### src/rtl/bct_pkg.sv
// package: register map, bit positions, reset values and state types of the capture/compare timer
package bct_pkg;

  typedef logic [11:0] bct_addr_t;
  typedef logic [31:0] bct_data_t;

  // ----------------------------------------------------------------
  // register indices (byte address = 4 * index)
  // ----------------------------------------------------------------
  localparam logic [7:0] IDX_DIR = 8'h80;
  localparam logic [7:0] IDX_FORCE = 8'h81;
  localparam logic [7:0] IDX_C7M = 8'h82;
  localparam logic [7:0] IDX_C7D = 8'h83;
  localparam logic [7:0] IDX_CNT = 8'h84;
  localparam logic [7:0] IDX_TC0 = 8'h90;
  localparam logic [7:0] IDX_HOLD0 = 8'h98;
  localparam logic [7:0] IDX_PACC = 8'h9C;
  localparam logic [7:0] IDX_PHOLD = 8'h9D;
  localparam logic [7:0] IDX_NOVW = 8'hA0;
  localparam logic [7:0] IDX_SYS = 8'hA1;
  localparam logic [7:0] IDX_MCTL = 8'hA2;
  localparam logic [7:0] IDX_MCNT = 8'hA3;
  localparam logic [7:0] IDX_OUTCTL = 8'hA4;
  localparam logic [7:0] IDX_EDGE = 8'hA5;
  localparam logic [7:0] IDX_DDR = 8'hA6;
  localparam logic [7:0] IDX_PORT = 8'hA7;

  // ----------------------------------------------------------------
  // field positions and counts
  // ----------------------------------------------------------------
  localparam int NCH = 8;
  localparam int NBUF = 4;
  localparam int SYS_LATCH_OR_QUEUE_SELECT = 0;
  localparam int SYS_SAT = 1;
  localparam int SYS_PAIR16 = 2;
  localparam int MCTL_EN = 0;
  localparam int MCTL_PERIODIC = 1;
  localparam int MCTL_FLAT = 2;
  localparam logic [7:0] PA_MAX = 8'hFF;
  localparam logic [15:0] MOD_ZERO = 16'h0000;
  localparam logic [15:0] MOD_ONE = 16'h0001;
  localparam logic [1:0] AXI_OKAY = 2'h0;
  localparam logic [1:0] AXI_SLVERR = 2'h2;

  // ----------------------------------------------------------------
  // state carriers
  // ----------------------------------------------------------------
  typedef struct packed {
    logic [7:0] dir;
    logic [7:0] c7m;
    logic [7:0] c7d;
    logic [7:0] novw;
    logic [7:0] ddr;
    logic [7:0] port;
    logic [7:0] pin_out;
    logic [7:0] pin_oe;
    logic [7:0] oc_lvl;
    logic [7:0] cap_empty;
    logic [3:0] hold_empty;
    logic [2:0] sys;
    logic [1:0] mctl;
    logic [15:0] cnt;
    logic [15:0] mod_load;
    logic [15:0] mod_cnt;
    logic [15:0] outctl;
    logic [15:0] edge_ctl;
    logic [7:0][15:0] tc;
    logic [3:0][15:0] hold;
    logic [3:0][7:0] pa;
    logic [3:0][7:0] pa_hold;
  } bct_state_s;

  typedef struct packed {
    logic aw_have;
    logic w_have;
    bct_addr_t waddr;
    bct_data_t wdata;
    logic [3:0] wstrb;
    logic awready;
    logic wready;
    logic bvalid;
    logic [1:0] bresp;
    logic arready;
    logic rvalid;
    bct_data_t rdata;
    logic [1:0] rresp;
  } bct_bus_s;

  localparam bct_state_s ST_RST = '{cap_empty: 8'hFF, hold_empty: 4'hF, default: '0};
  localparam bct_bus_s BUS_RST = '{awready: 1'b1, wready: 1'b1, arready: 1'b1, default: '0};

endpackage

### src/rtl/bct_timer.sv
// eight-channel buffered capture/compare timer with pulse accumulators and an AXI4-Lite slave
//
// The AXI4-Lite slave port was decided locally.
`timescale 1ns/1ns

// How it works
// - eight channels, direction bit picks capture/compare
// - unbuffered capture obeys the no-overwrite bit
// - read empties capture or holding, transfer empties capture
// - latch mode copies capture on three events
// - latch mode, overwrite allowed, always replaces
// - no-overwrite blocks writes into full registers
// - queue mode shifts capture into holding first
// - queue holding read moves and clears accumulator
// - four 8-bit accumulators, pairable to 16-bit
// - saturate bit stops unpaired accumulators at FF
// - latch events copy and clear accumulators
// - modulus down-counter latches periodically or once
// - enabled compare forces pin direction itself
// - port data written while pin is peripheral
// - force bits fire action, read as zero
// - channel-7 mask makes compare pin output
// - channel-7 compare loads masked pins from data
// - channel-7 mask blocks own output action
// - channel-7 wins same-cycle compare on pin
// - sixteen-bit free up counter, always readable
// - counter writable only in special mode
module bct_timer (
  input wire logic sys_clk,
  input wire logic rst,
  input wire bct_pkg::bct_addr_t s_axi_awaddr,
  input wire logic s_axi_awvalid,
  output logic s_axi_awready,
  input wire bct_pkg::bct_data_t s_axi_wdata,
  input wire logic [3:0] s_axi_wstrb,
  input wire logic s_axi_wvalid,
  output logic s_axi_wready,
  output logic [1:0] s_axi_bresp,
  output logic s_axi_bvalid,
  input wire logic s_axi_bready,
  input wire bct_pkg::bct_addr_t s_axi_araddr,
  input wire logic s_axi_arvalid,
  output logic s_axi_arready,
  output bct_pkg::bct_data_t s_axi_rdata,
  output logic [1:0] s_axi_rresp,
  output logic s_axi_rvalid,
  input wire logic s_axi_rready,
  input wire logic special_mode_indicator_n,
  input wire logic [7:0] timer_port_in,
  output logic [7:0] timer_port_out,
  output logic [7:0] timer_port_oe
);
  import bct_pkg::*;

  // ----------------------------------------------------------------
  // helpers
  // ----------------------------------------------------------------
  function automatic logic [7:0] reg_idx(input bct_addr_t a);
    reg_idx = a[9:2];
  endfunction

  function automatic logic is_mapped(input bct_addr_t a);
    logic [7:0] i;
    i = reg_idx(a);
    is_mapped = (a[11:10] == 2'h0) && ((i >= IDX_DIR && i <= IDX_CNT) || (i >= IDX_TC0 && i <= IDX_PHOLD)
                || (i >= IDX_NOVW && i <= IDX_PORT));
  endfunction

  function automatic bct_data_t reg_read(input bct_state_s s, input logic [7:0] i);
    reg_read = '0;
    unique case (i)
      IDX_DIR: reg_read[7:0] = s.dir;
      IDX_C7M: reg_read[7:0] = s.c7m;
      IDX_C7D: reg_read[7:0] = s.c7d;
      IDX_CNT: reg_read[15:0] = s.cnt;
      IDX_PACC: reg_read = s.pa;
      IDX_PHOLD: reg_read = s.pa_hold;
      IDX_NOVW: reg_read[7:0] = s.novw;
      IDX_SYS: reg_read[2:0] = s.sys;
      IDX_MCTL: reg_read[1:0] = s.mctl;
      IDX_MCNT: reg_read[15:0] = s.mod_cnt;
      IDX_OUTCTL: reg_read[15:0] = s.outctl;
      IDX_EDGE: reg_read[15:0] = s.edge_ctl;
      IDX_DDR: reg_read[7:0] = s.ddr;
      IDX_PORT: reg_read[7:0] = s.port;
      default: begin
        if (i >= IDX_TC0 && i < IDX_HOLD0) begin
          reg_read[15:0] = s.tc[i[2:0]];
        end else if (i >= IDX_HOLD0 && i < IDX_PACC) begin
          reg_read[15:0] = s.hold[i[1:0]];
        end
      end
    endcase // force register falls to zero here
  endfunction

  function automatic bct_data_t merge(input bct_data_t o, input bct_data_t n, input logic [3:0] s);
    for (int b = 0; b < 4; b++) begin
      merge[8*b +: 8] = s[b] ? n[8*b +: 8] : o[8*b +: 8];
    end
  endfunction

  // ----------------------------------------------------------------
  // pin synchronisers
  // ----------------------------------------------------------------
  logic [7:0] pin_meta_reg;
  logic [7:0] pin_sync_reg;
  logic [7:0] pin_prev_reg;

  always_ff @(posedge sys_clk or posedge rst) begin
    if (rst) begin
      pin_meta_reg <= 8'h00;
      pin_sync_reg <= 8'h00;
      pin_prev_reg <= 8'h00;
    end else begin
      pin_meta_reg <= timer_port_in;
      pin_sync_reg <= pin_meta_reg;
      pin_prev_reg <= pin_sync_reg;
    end
  end

  // ----------------------------------------------------------------
  // bus slave
  // ----------------------------------------------------------------
  bct_bus_s bus_reg;
  bct_bus_s bus_next;
  logic ar_take;
  logic do_wr;
  logic [7:0] rd_idx;
  logic [7:0] w_idx;

  bct_state_s st_reg;
  bct_state_s st_next;

  assign ar_take = s_axi_arvalid && bus_reg.arready;
  assign rd_idx = reg_idx(s_axi_araddr);
  assign w_idx = reg_idx(bus_reg.waddr);
  // address and data may arrive in either order; the write lands one cycle after both are held
  assign do_wr = bus_reg.aw_have && bus_reg.w_have && !bus_reg.bvalid && is_mapped(bus_reg.waddr);

  always_comb begin
    bus_next = bus_reg;
    if (s_axi_awvalid && bus_reg.awready) begin
      bus_next.aw_have = 1'b1;
      bus_next.waddr = s_axi_awaddr;
    end
    if (s_axi_wvalid && bus_reg.wready) begin
      bus_next.w_have = 1'b1;
      bus_next.wdata = s_axi_wdata;
      bus_next.wstrb = s_axi_wstrb;
    end
    if (bus_reg.bvalid && s_axi_bready) begin
      bus_next.bvalid = 1'b0;
    end
    if (bus_reg.aw_have && bus_reg.w_have && !bus_reg.bvalid) begin
      bus_next.aw_have = 1'b0;
      bus_next.w_have = 1'b0;
      bus_next.bvalid = 1'b1;
      bus_next.bresp = is_mapped(bus_reg.waddr) ? AXI_OKAY : AXI_SLVERR;
    end
    bus_next.awready = !bus_next.aw_have && !bus_next.bvalid;
    bus_next.wready = !bus_next.w_have && !bus_next.bvalid;
    if (bus_reg.rvalid && s_axi_rready) begin
      bus_next.rvalid = 1'b0;
    end
    if (ar_take) begin
      bus_next.rvalid = 1'b1;
      bus_next.rdata = is_mapped(s_axi_araddr) ? reg_read(st_reg, rd_idx) : '0;
      bus_next.rresp = is_mapped(s_axi_araddr) ? AXI_OKAY : AXI_SLVERR;
    end
    bus_next.arready = !bus_next.rvalid;
  end

  always_ff @(posedge sys_clk or posedge rst) begin
    if (rst) begin
      bus_reg <= BUS_RST;
    end else begin
      bus_reg <= bus_next;
    end
  end

  // ----------------------------------------------------------------
  // timer core
  // ----------------------------------------------------------------
  logic [7:0] edge_ev;
  logic [7:0] cap_ev;
  logic [7:0] act;
  logic [7:0] oc_drive;
  logic zero_ev;
  logic latch_ev;
  logic latch_or_queue_select;
  bct_data_t wd;

  always_comb begin
    st_next = st_reg;
    wd = merge(reg_read(st_reg, w_idx), bus_reg.wdata, bus_reg.wstrb);
    latch_or_queue_select = st_reg.sys[SYS_LATCH_OR_QUEUE_SELECT];
    for (int i = 0; i < NCH; i++) begin
      edge_ev[i] = (st_reg.edge_ctl[2*i] && pin_sync_reg[i] && !pin_prev_reg[i])
                || (st_reg.edge_ctl[2*i+1] && !pin_sync_reg[i] && pin_prev_reg[i]);
    end
    cap_ev = edge_ev & ~st_reg.dir;
    // modulus reaching zero; a once-only setting stops at zero and fires a single time
    zero_ev = st_reg.mctl[MCTL_EN] && (st_reg.mod_cnt == MOD_ONE);
    latch_ev = zero_ev || (do_wr && w_idx == IDX_MCNT && wd[15:0] == MOD_ZERO)
            || (do_wr && w_idx == IDX_MCTL && wd[MCTL_FLAT]);
    st_next.cnt = st_reg.cnt + 16'h0001;
    if (st_reg.mctl[MCTL_EN] && st_reg.mod_cnt != MOD_ZERO) begin
      st_next.mod_cnt = (zero_ev && st_reg.mctl[MCTL_PERIODIC]) ? st_reg.mod_load : st_reg.mod_cnt - MOD_ONE;
    end
    // compare hits on the counter value before it advances
    for (int i = 0; i < NCH; i++) begin
      act[i] = st_reg.dir[i] && (st_reg.tc[i] == st_reg.cnt);
    end
    // reads empty registers first so that a same-cycle capture still wins
    if (ar_take) begin
      for (int i = 0; i < NCH; i++) begin
        if (rd_idx == IDX_TC0 + 8'(i) && !st_reg.dir[i]) begin
          st_next.cap_empty[i] = 1'b1;
        end
      end
      for (int i = 0; i < NBUF; i++) begin
        if (rd_idx == IDX_HOLD0 + 8'(i)) begin
          st_next.hold_empty[i] = 1'b1;
          if (!latch_or_queue_select) begin
            st_next.pa_hold[i] = st_reg.pa[i];
            st_next.pa[i] = 8'h00;
          end
        end
      end
    end
    if (do_wr) begin
      unique case (w_idx)
        IDX_DIR: st_next.dir = wd[7:0];
        IDX_FORCE: act = act | (wd[7:0] & st_reg.dir); // no flag exists to set
        IDX_C7M: st_next.c7m = wd[7:0];
        IDX_C7D: st_next.c7d = wd[7:0];
        IDX_CNT: begin
          if (!special_mode_indicator_n) begin
            st_next.cnt = wd[15:0];
          end
        end
        IDX_NOVW: st_next.novw = wd[7:0];
        IDX_SYS: st_next.sys = wd[2:0];
        IDX_MCTL: st_next.mctl = wd[1:0];
        IDX_MCNT: begin
          st_next.mod_load = wd[15:0];
          st_next.mod_cnt = wd[15:0];
        end
        IDX_OUTCTL: st_next.outctl = wd[15:0];
        IDX_EDGE: st_next.edge_ctl = wd[15:0];
        IDX_DDR: st_next.ddr = wd[7:0];
        IDX_PORT: st_next.port = wd[7:0]; // latched even while the pin is peripheral
        default: begin
          if (w_idx >= IDX_TC0 && w_idx < IDX_HOLD0) begin
            st_next.tc[w_idx[2:0]] = wd[15:0];
          end
        end
      endcase
    end
    // latch events before captures so a same-cycle capture lands behind the copy
    if (latch_ev && latch_or_queue_select) begin
      for (int i = 0; i < NBUF; i++) begin
        if (!st_reg.novw[i] || st_next.hold_empty[i]) begin
          st_next.hold[i] = st_reg.tc[i];
          st_next.hold_empty[i] = 1'b0;
          st_next.cap_empty[i] = 1'b1;
        end
        st_next.pa_hold[i] = st_reg.pa[i];
        st_next.pa[i] = 8'h00;
      end
    end
    for (int i = 0; i < NCH; i++) begin
      if (cap_ev[i]) begin
        if (i < NBUF && !latch_or_queue_select) begin
          // queue: shift into holding when allowed, then take the new value
          if (!st_next.cap_empty[i] && (!st_reg.novw[i] || st_next.hold_empty[i])) begin
            st_next.hold[i] = st_next.tc[i];
            st_next.hold_empty[i] = 1'b0;
            st_next.cap_empty[i] = 1'b1;
          end
        end
        if (!st_reg.novw[i] || st_next.cap_empty[i]) begin
          st_next.tc[i] = st_reg.cnt;
          st_next.cap_empty[i] = 1'b0;
        end
      end
    end
    // accumulators count after any clear, so an edge in the clearing cycle is kept
    for (int k = 0; k < NBUF; k += 2) begin
      if (st_reg.sys[SYS_PAIR16]) begin
        if (edge_ev[k]) begin
          {st_next.pa[k+1], st_next.pa[k]} = {st_next.pa[k+1], st_next.pa[k]} + 16'h0001;
        end
      end else begin
        for (int j = k; j < k + 2; j++) begin
          if (edge_ev[j] && !(st_reg.sys[SYS_SAT] && st_next.pa[j] == PA_MAX)) begin
            st_next.pa[j] = st_next.pa[j] + 8'h01;
          end
        end
      end
    end
    // output actions; channel 7 data overrides masked pins
    for (int i = 0; i < NCH; i++) begin
      if (act[7] && st_reg.c7m[i]) begin
        st_next.oc_lvl[i] = st_reg.c7d[i];
      end else if (act[i] && !st_reg.c7m[i]) begin
        unique case (st_reg.outctl[2*i +: 2])
          2'h1: st_next.oc_lvl[i] = !st_reg.oc_lvl[i];
          2'h2: st_next.oc_lvl[i] = 1'b0;
          2'h3: st_next.oc_lvl[i] = 1'b1;
          2'h0: st_next.oc_lvl[i] = st_reg.oc_lvl[i];
        endcase
      end
      oc_drive[i] = st_next.dir[i] && (st_next.c7m[i] || st_next.outctl[2*i +: 2] != 2'h0);
    end
    st_next.pin_oe = oc_drive | st_next.ddr;
    st_next.pin_out = (oc_drive & st_next.oc_lvl) | (~oc_drive & st_next.port);
  end

  always_ff @(posedge sys_clk or posedge rst) begin
    if (rst) begin
      st_reg <= ST_RST;
    end else begin
      st_reg <= st_next;
    end
  end

  // ----------------------------------------------------------------
  // outputs
  // ----------------------------------------------------------------
  assign s_axi_awready = bus_reg.awready;
  assign s_axi_wready = bus_reg.wready;
  assign s_axi_bvalid = bus_reg.bvalid;
  assign s_axi_bresp = bus_reg.bresp;
  assign s_axi_arready = bus_reg.arready;
  assign s_axi_rvalid = bus_reg.rvalid;
  assign s_axi_rdata = bus_reg.rdata;
  assign s_axi_rresp = bus_reg.rresp;
  assign timer_port_out = st_reg.pin_out;
  assign timer_port_oe = st_reg.pin_oe;

endmodule // bct_timer

### config.mk
export PLATFORM = sky130hd
export DESIGN_NAME = bct_timer
export DESIGN_NICKNAME = d
export VERILOG_FILES = /design/src/rtl/bct_pkg.sv /design/src/rtl/bct_timer.sv
export SDC_FILE = /design/constraint.sdc
export NUM_CORES = 2
export LEC_CHECK = 0
export ABC_AREA = 0
export BUFFER_PORTS_ARGS = -buffer_cell sky130_fd_sc_hd__buf_2
export CORE_MARGIN = 4
export CORE_UTILIZATION = 63
export CTS_CLUSTER_DIAMETER = 100
export DETAILED_ROUTE_END_ITERATION = 8
export HOLD_SLACK_MARGIN = 0.05
export PLACE_DENSITY = 0.86
export SYNTH_ARGS = -nofsm -noshare
export SYNTH_HDL_FRONTEND = slang
export SYNTH_SLANG_ARGS = --single-unit
### constraint.sdc
create_clock -name sys_clk -period 21.7 [get_ports sys_clk]
set_input_delay 1.085 -clock sys_clk [delete_from_list [all_inputs] [get_ports sys_clk]]
set_output_delay 1.085 -clock sys_clk [all_outputs]
set_load 0.02 [all_outputs]
# Yosys cells after proc, flatten, opt, wreduce, memory -nomap -nowiden
# Index checks and enable logic that the tools add are counted.
# W data, S select, Z words.
[totals]
n_memories = 0
inputBits = 76
ram_bits = 0
wordCells = 626
rom_bits = 0
latch_bits = 0
regBits = 522
output_inout_bits = 57
[classes]
order_cmp = 23
n_mul = 0
reduce_logical = 254
n_eq_ne = 79
mux = 199
shift = 0
n_bitwise = 9
n_addsub = 8
div_mod_pow = 0
[op_table]
columns = ["operator", "count"]
rows = [
  ["$mux W16", 51],
  ["$mux W128", 3],
  ["$eq A8 B8 Y1 const B", 45],
  ["$mux W8", 31],
  ["$mux W208", 1],
  ["$pmux W5 S13", 2],
  ["$bwmux W128", 1],
  ["$eq A16 B16 Y1", 8],
  ["$logic_and A1 B1 Y1", 115],
  ["$pmux W8 S7", 2],
  ["$bmux W16 S3", 2],
  ["$mux W1", 80],
  ["$bmux W16 S2", 2],
  ["$ge A8 B8 Y1 const B", 8],
  ["$mux W32", 2],
  ["$mux W64", 1],
  ["$logic_not A1 Y1", 61],
  ["$pmux W2 S14", 2],
  ["$add A16 B1 Y16 const B", 3],
  ["$demux W16 S3", 1],
  ["$le A8 B8 Y1 const B", 6],
  ["$mux W48", 1],
  ["$logic_or A1 B1 Y1", 38],
  ["$mux W35", 1],
  ["28 further kinds", 105],
]

# Logic depth before layout (Yosys ltp)
[depth]
depth_word = 20
depth_mapped = 24
ltp_nobuf = 18

# Worst setup path after synthesis
# OpenSTA, ideal clock, no wires.
[synth_path]
path_type = "register -> register"
from = "reg bus_reg[80] in the netlist's numbering"
to = "reg st_reg[36] in the netlist's numbering"
t_required_ns = 21.568
setup_ns = 0.132
n_path_buf = 5
period_less_slack_ns = 4.558
path_stages_with_launch = 22
setup_slack_ns = 17.142
t_arrival_ns = 4.427
path_cell_list = "dfrtp_1 > buf_2 > buf_6 > buf_4 > buf_4 > mux4_2 > nand2_1 > nand2_1 > a221oi_1 > o31a_1 > nor4b_1 > a22oi_1 > buf_2 > and3_1 > ha_1 > nand2_1 > nor2_1 > nand4_1 > nor2_1 > or4b_2 > xor2_1 > nor2_1"
[synth_lines]
columns = ["element", "line", "rtl"]
rows = [
  ["from (decl)", "bct_timer.sv:124", "bct_bus_s bus_reg;"],
  ["from (signal assigned)", "bct_timer.sv:177", "bus_reg <= bus_next;"],
  ["to (signal assigned)", "bct_timer.sv:324", "st_reg <= st_next;"],
  ["to (decl)", "bct_timer.sv:131", "bct_state_s st_reg;"],
]

==> key figures <==
Setup path
  • Worst EP required: 22.18 ns
  • Worst path depth: 19
  • Worst path max stage delay: 1.04 ns
  • CP Capture Type: flop
  • CP arrival: 7.89 ns
  • Worst path bufs/invs: 3
  • CP max FO: 27
  • Setup Crit Path Kind: reg -> reg
  • Cell Chain, Critical Path: buf_4, buf_4, nand3b_1, or2_1, nand2_1, a211oi_1, o31ai_4, buf_4, nor4b_1, a22oi_1, and3_1, ha_1, nand2_1, nor2_1, nand4_1, nor2_1, or4b_2, xor2_1, nor2_1
  • FF-to-FF Start: bus_reg[80]
  • CP startpoint: bus_reg[80]
  • Critical path launch point type: flop
  • Worst r2r dst: st_reg[36]
  • Top delay family on crit path: simple AND/OR/NAND/NOR gates
  • Reg2Reg Depth: 19
  • Worst R2R Setup Slack: 14.30 ns
  • Worst setup endpoint: st_reg[36]
  • Worst path slowest cell: nor4b_1

Clock tree
  • H-tree depth: 2
  • Reg clk slew, reported paths: 0.07 ns
  • Root buf cell: clkbuf_16
  • Post-cts sizing count: 0
  • Later-pin clock latency in the skew report: 0.64 ns
  • CTS tree: built
  • CTS sink cnt: 518
  • Clk buf depth: 3
  • CTS Hold Bufs: 0
  • Post-CTS Setup Inserts: 0
  • TritonCTS Buffers: 55

Power
  • Clock group share of total power: 28.9%
  • Sequential share of power: 35.1%
  • Logic pwr share: 36.1%
  • Sw Ratio: 41.9%
  • Max IR drop VDD: 80.3 uV
  • Psw: 1.43 mW
  • PwrDens: 103 nW/um^2
  • Static leakage: 13.8 nW
  • Internal Pwr Total: 1.99 mW

Synthesis
  • Yosys top cell area share: 41.5%
  • Mapped Area: 30300 sq um
  • Count leader, synth: dfrtp_1
  • Distinct cells, synth: 86
  • Post-synthesis cell count: 3209
  • Post-synth top area cell: dfrtp_1
  • Post-synth EDFFs: 0
  • Top_reg_cell synth: dfrtp_1
  • Area contributors post-synth: dfrtp_1 (42%), mux4_2 (6.4%), nand2_1 (5.4%), mux2i_1 (4.7%), a21oi_1 (4.2%)
  • Post-synthesis register bit count: 518
  • Most frequent cells after synthesis: dfrtp_1 (503), nand2_1 (440), a21oi_1 (255), nor2_1 (212), o21ai_0 (203)
  • Yosys Warn Count: 0
  • Avg Cell Area, Syn: 9.45 sq um
  • Share of flip-flops with an asynchronous set or reset: 100%
  • Seq/Total Area, Yosys: 42.8%

Placement
  • DP HPWL: 91500 um
  • Setup WS pre-CTS: 14.60 ns
  • Placed cell area: 31200 sq um
  • RD Place Congestion: 1.08
  • Port Buffers: 108

STA
  • Slew Limit Fails: 0
  • Fin crit share: 34.1%
  • Clock Skew: 0.0271 ns
  • Max frequency: 135 MHz
  • Worst slew margin: 2.55%
  • Setup ws final: 14.30 ns
  • Post-route setup TNS: 0 ns
  • RSZ-0062 raised after global routing: no
  • Hold Violations, Final: 0
  • Crit path time final: 7.40 ns
  • Final setup viols: 0
  • Worst slew pin tran: 1.45 ns

Finish
  • Fill count: 3616
  • Layout cells sized above 1: 17.0%
  • Largest register FFs: 408
  • Final net count: 3266
  • Register area: 13000 sq um
  • Area growth syn-to-layout: 9.13%
  • Post-route cell area: 33100 sq um
  • Area of the multi-input gates: 15800 sq um

GRT
  • Grt total ovfl: 0
  • Largest net degree at the start of global routing: 165
  • Initial antenna violation count: 11
  • Global-route usage over all layers: 49.9%
  • First-pass GRT wire length: 188000 um
  • Vias in the first global route: 27700

Floorplan
  • Die ar.: 51700 sq um
  • Initial core utilization: 63.6%
  • Ports: 133
  • CORE AREA: 47600 sq um
  • Row Count: 80
  • Die span in y: 227 um
  • Die W: 227 um

Detailed routing
  • Antenna Nets Post-Route: 0
  • WL per Instance: 33.9 um
  • Initial drt markers: 5587
  • Vias per inst: 7.59
  • Routed WL: 131000 um
  • Drc violations: 0
  • Vias post-DR: 29200
  • DR pass1 iterations: 9

Min path
  • Hold Path Class: reg -> reg
  • Hold_sp: pin_meta_reg[7]

Status
  • Outcome: complete, no violations

Run
  • Max Cap Viol: 0
worst min path at each step:
stage          slack, ns  depth (start not counted)         endpoint
5_1_grt             0.35                          0  pin_sync_reg[3]
2_1_floorplan       0.33                          0  pin_sync_reg[0]
3_5_place_dp        0.34                          0  pin_sync_reg[7]
3_3_place_gp        0.33                          0  pin_sync_reg[7]
4_1_cts             0.35                          0  pin_sync_reg[7]
6_report            0.35                          0  pin_sync_reg[7]
routing by layer:
metal,global-route usage [%],part of all wire (%),wire length (um)
met1,64.2,35,45300
met2,69.8,40,52800
met3,22.7,17,21600
met4,29.0,8.1,10600
met5,0,0.097,126
metrics by stage:
stage                     util [%]  total power [mW]  instances  hold WS [ns]
final                         69.4              3.42       3846         0.347
after global routing          69.4              3.47       3841         0.352
after CTS                     69.4              3.33       3841         0.349
after detailed placement      65.5              2.35       3741         0.336
after global placement        65.5              2.33       3741         0.333
after floorplan                  -              1.84       3210         0.331
layout by cell type, fill, tap and decap left out, types with 8 or more instances in the layout:
cell,synthesis,final
nor2b_1,13,13
mux2i_1,141,141
o21ai_1,37,36
inv_1,75,74
xnor2_1,93,93
clkbuf_16,0,56
or3_1,15,15
o21ai_0,203,203
a22o_1,8,8
nor3_1,57,53
a221oi_1,14,13
dfrtp_1,503,501
a22oi_1,73,69
nor2_2,0,11
clkinv_2,0,8
nand4_1,42,42
clkbuf_8,0,13
nor2_1,212,200
a31oi_1,19,19
mux2_2,90,90
and4_1,12,12
a222oi_1,29,29
and3_1,18,18
nand3b_1,21,21
dfstp_2,15,15
nand2_1,440,440
a211oi_1,15,15
nand3_1,63,63
nor4_1,23,22
xor2_1,71,71
mux4_2,86,86
and2_1,18,18
o22ai_1,84,84
clkbuf_1,152,13
a21oi_1,255,254
buf_2,52,107
or2_2,10,10
buf_4,63,105
nand2b_1,18,18
cells by family after synthesis:
family / Yosys count / synth area share, %
simple gates: 997 / 15.2
compound gates: 832 / 16.8
flops: 518 / 42.8
buf+inv: 373 / 5.67
mux: 317 / 14.4
xor+xnor: 164 / 4.74
fa+ha+maj: 7 / 0.289
other cells: 1 / 0.0124
power groups by stage:
stage / sequential [mW] / combinational, mW / clock [mW]
after global placement: 1.19 / 1.14 / 0
final: 1.20 / 1.24 / 0.988
after floorplan: 1.12 / 0.714 / 0
after CTS: 1.19 / 1.16 / 0.984
after detailed placement: 1.20 / 1.15 / 0
after global routing: 1.20 / 1.24 / 1.02
layout make-up:
class / instances / share of cell area [%]
Antenna cell: 5 / 0.0378
Clock buffer: 82 / 4.93
Clock inverter: 18 / 0.719
Inverter: 76 / 0.885
Multi-Input combinational cell: 2319 / 47.8
Sequential cell: 518 / 39.3
Tap cell: 615 / 2.33
Timing Repair Buffer: 213 / 4.06
worst register-to-register path, delay by kind of cell, from the launching register on:
kind | cells | cell delay [ns]
compound gates | 3 | 1.27
xor+xnor | 1 | 0.16
fa+ha+maj | 1 | 0.23
simple gates | 11 | 3.65
buf+inv | 3 | 1.30
flops | 1 | 0.67
Power figures use the tool's default switching activity.
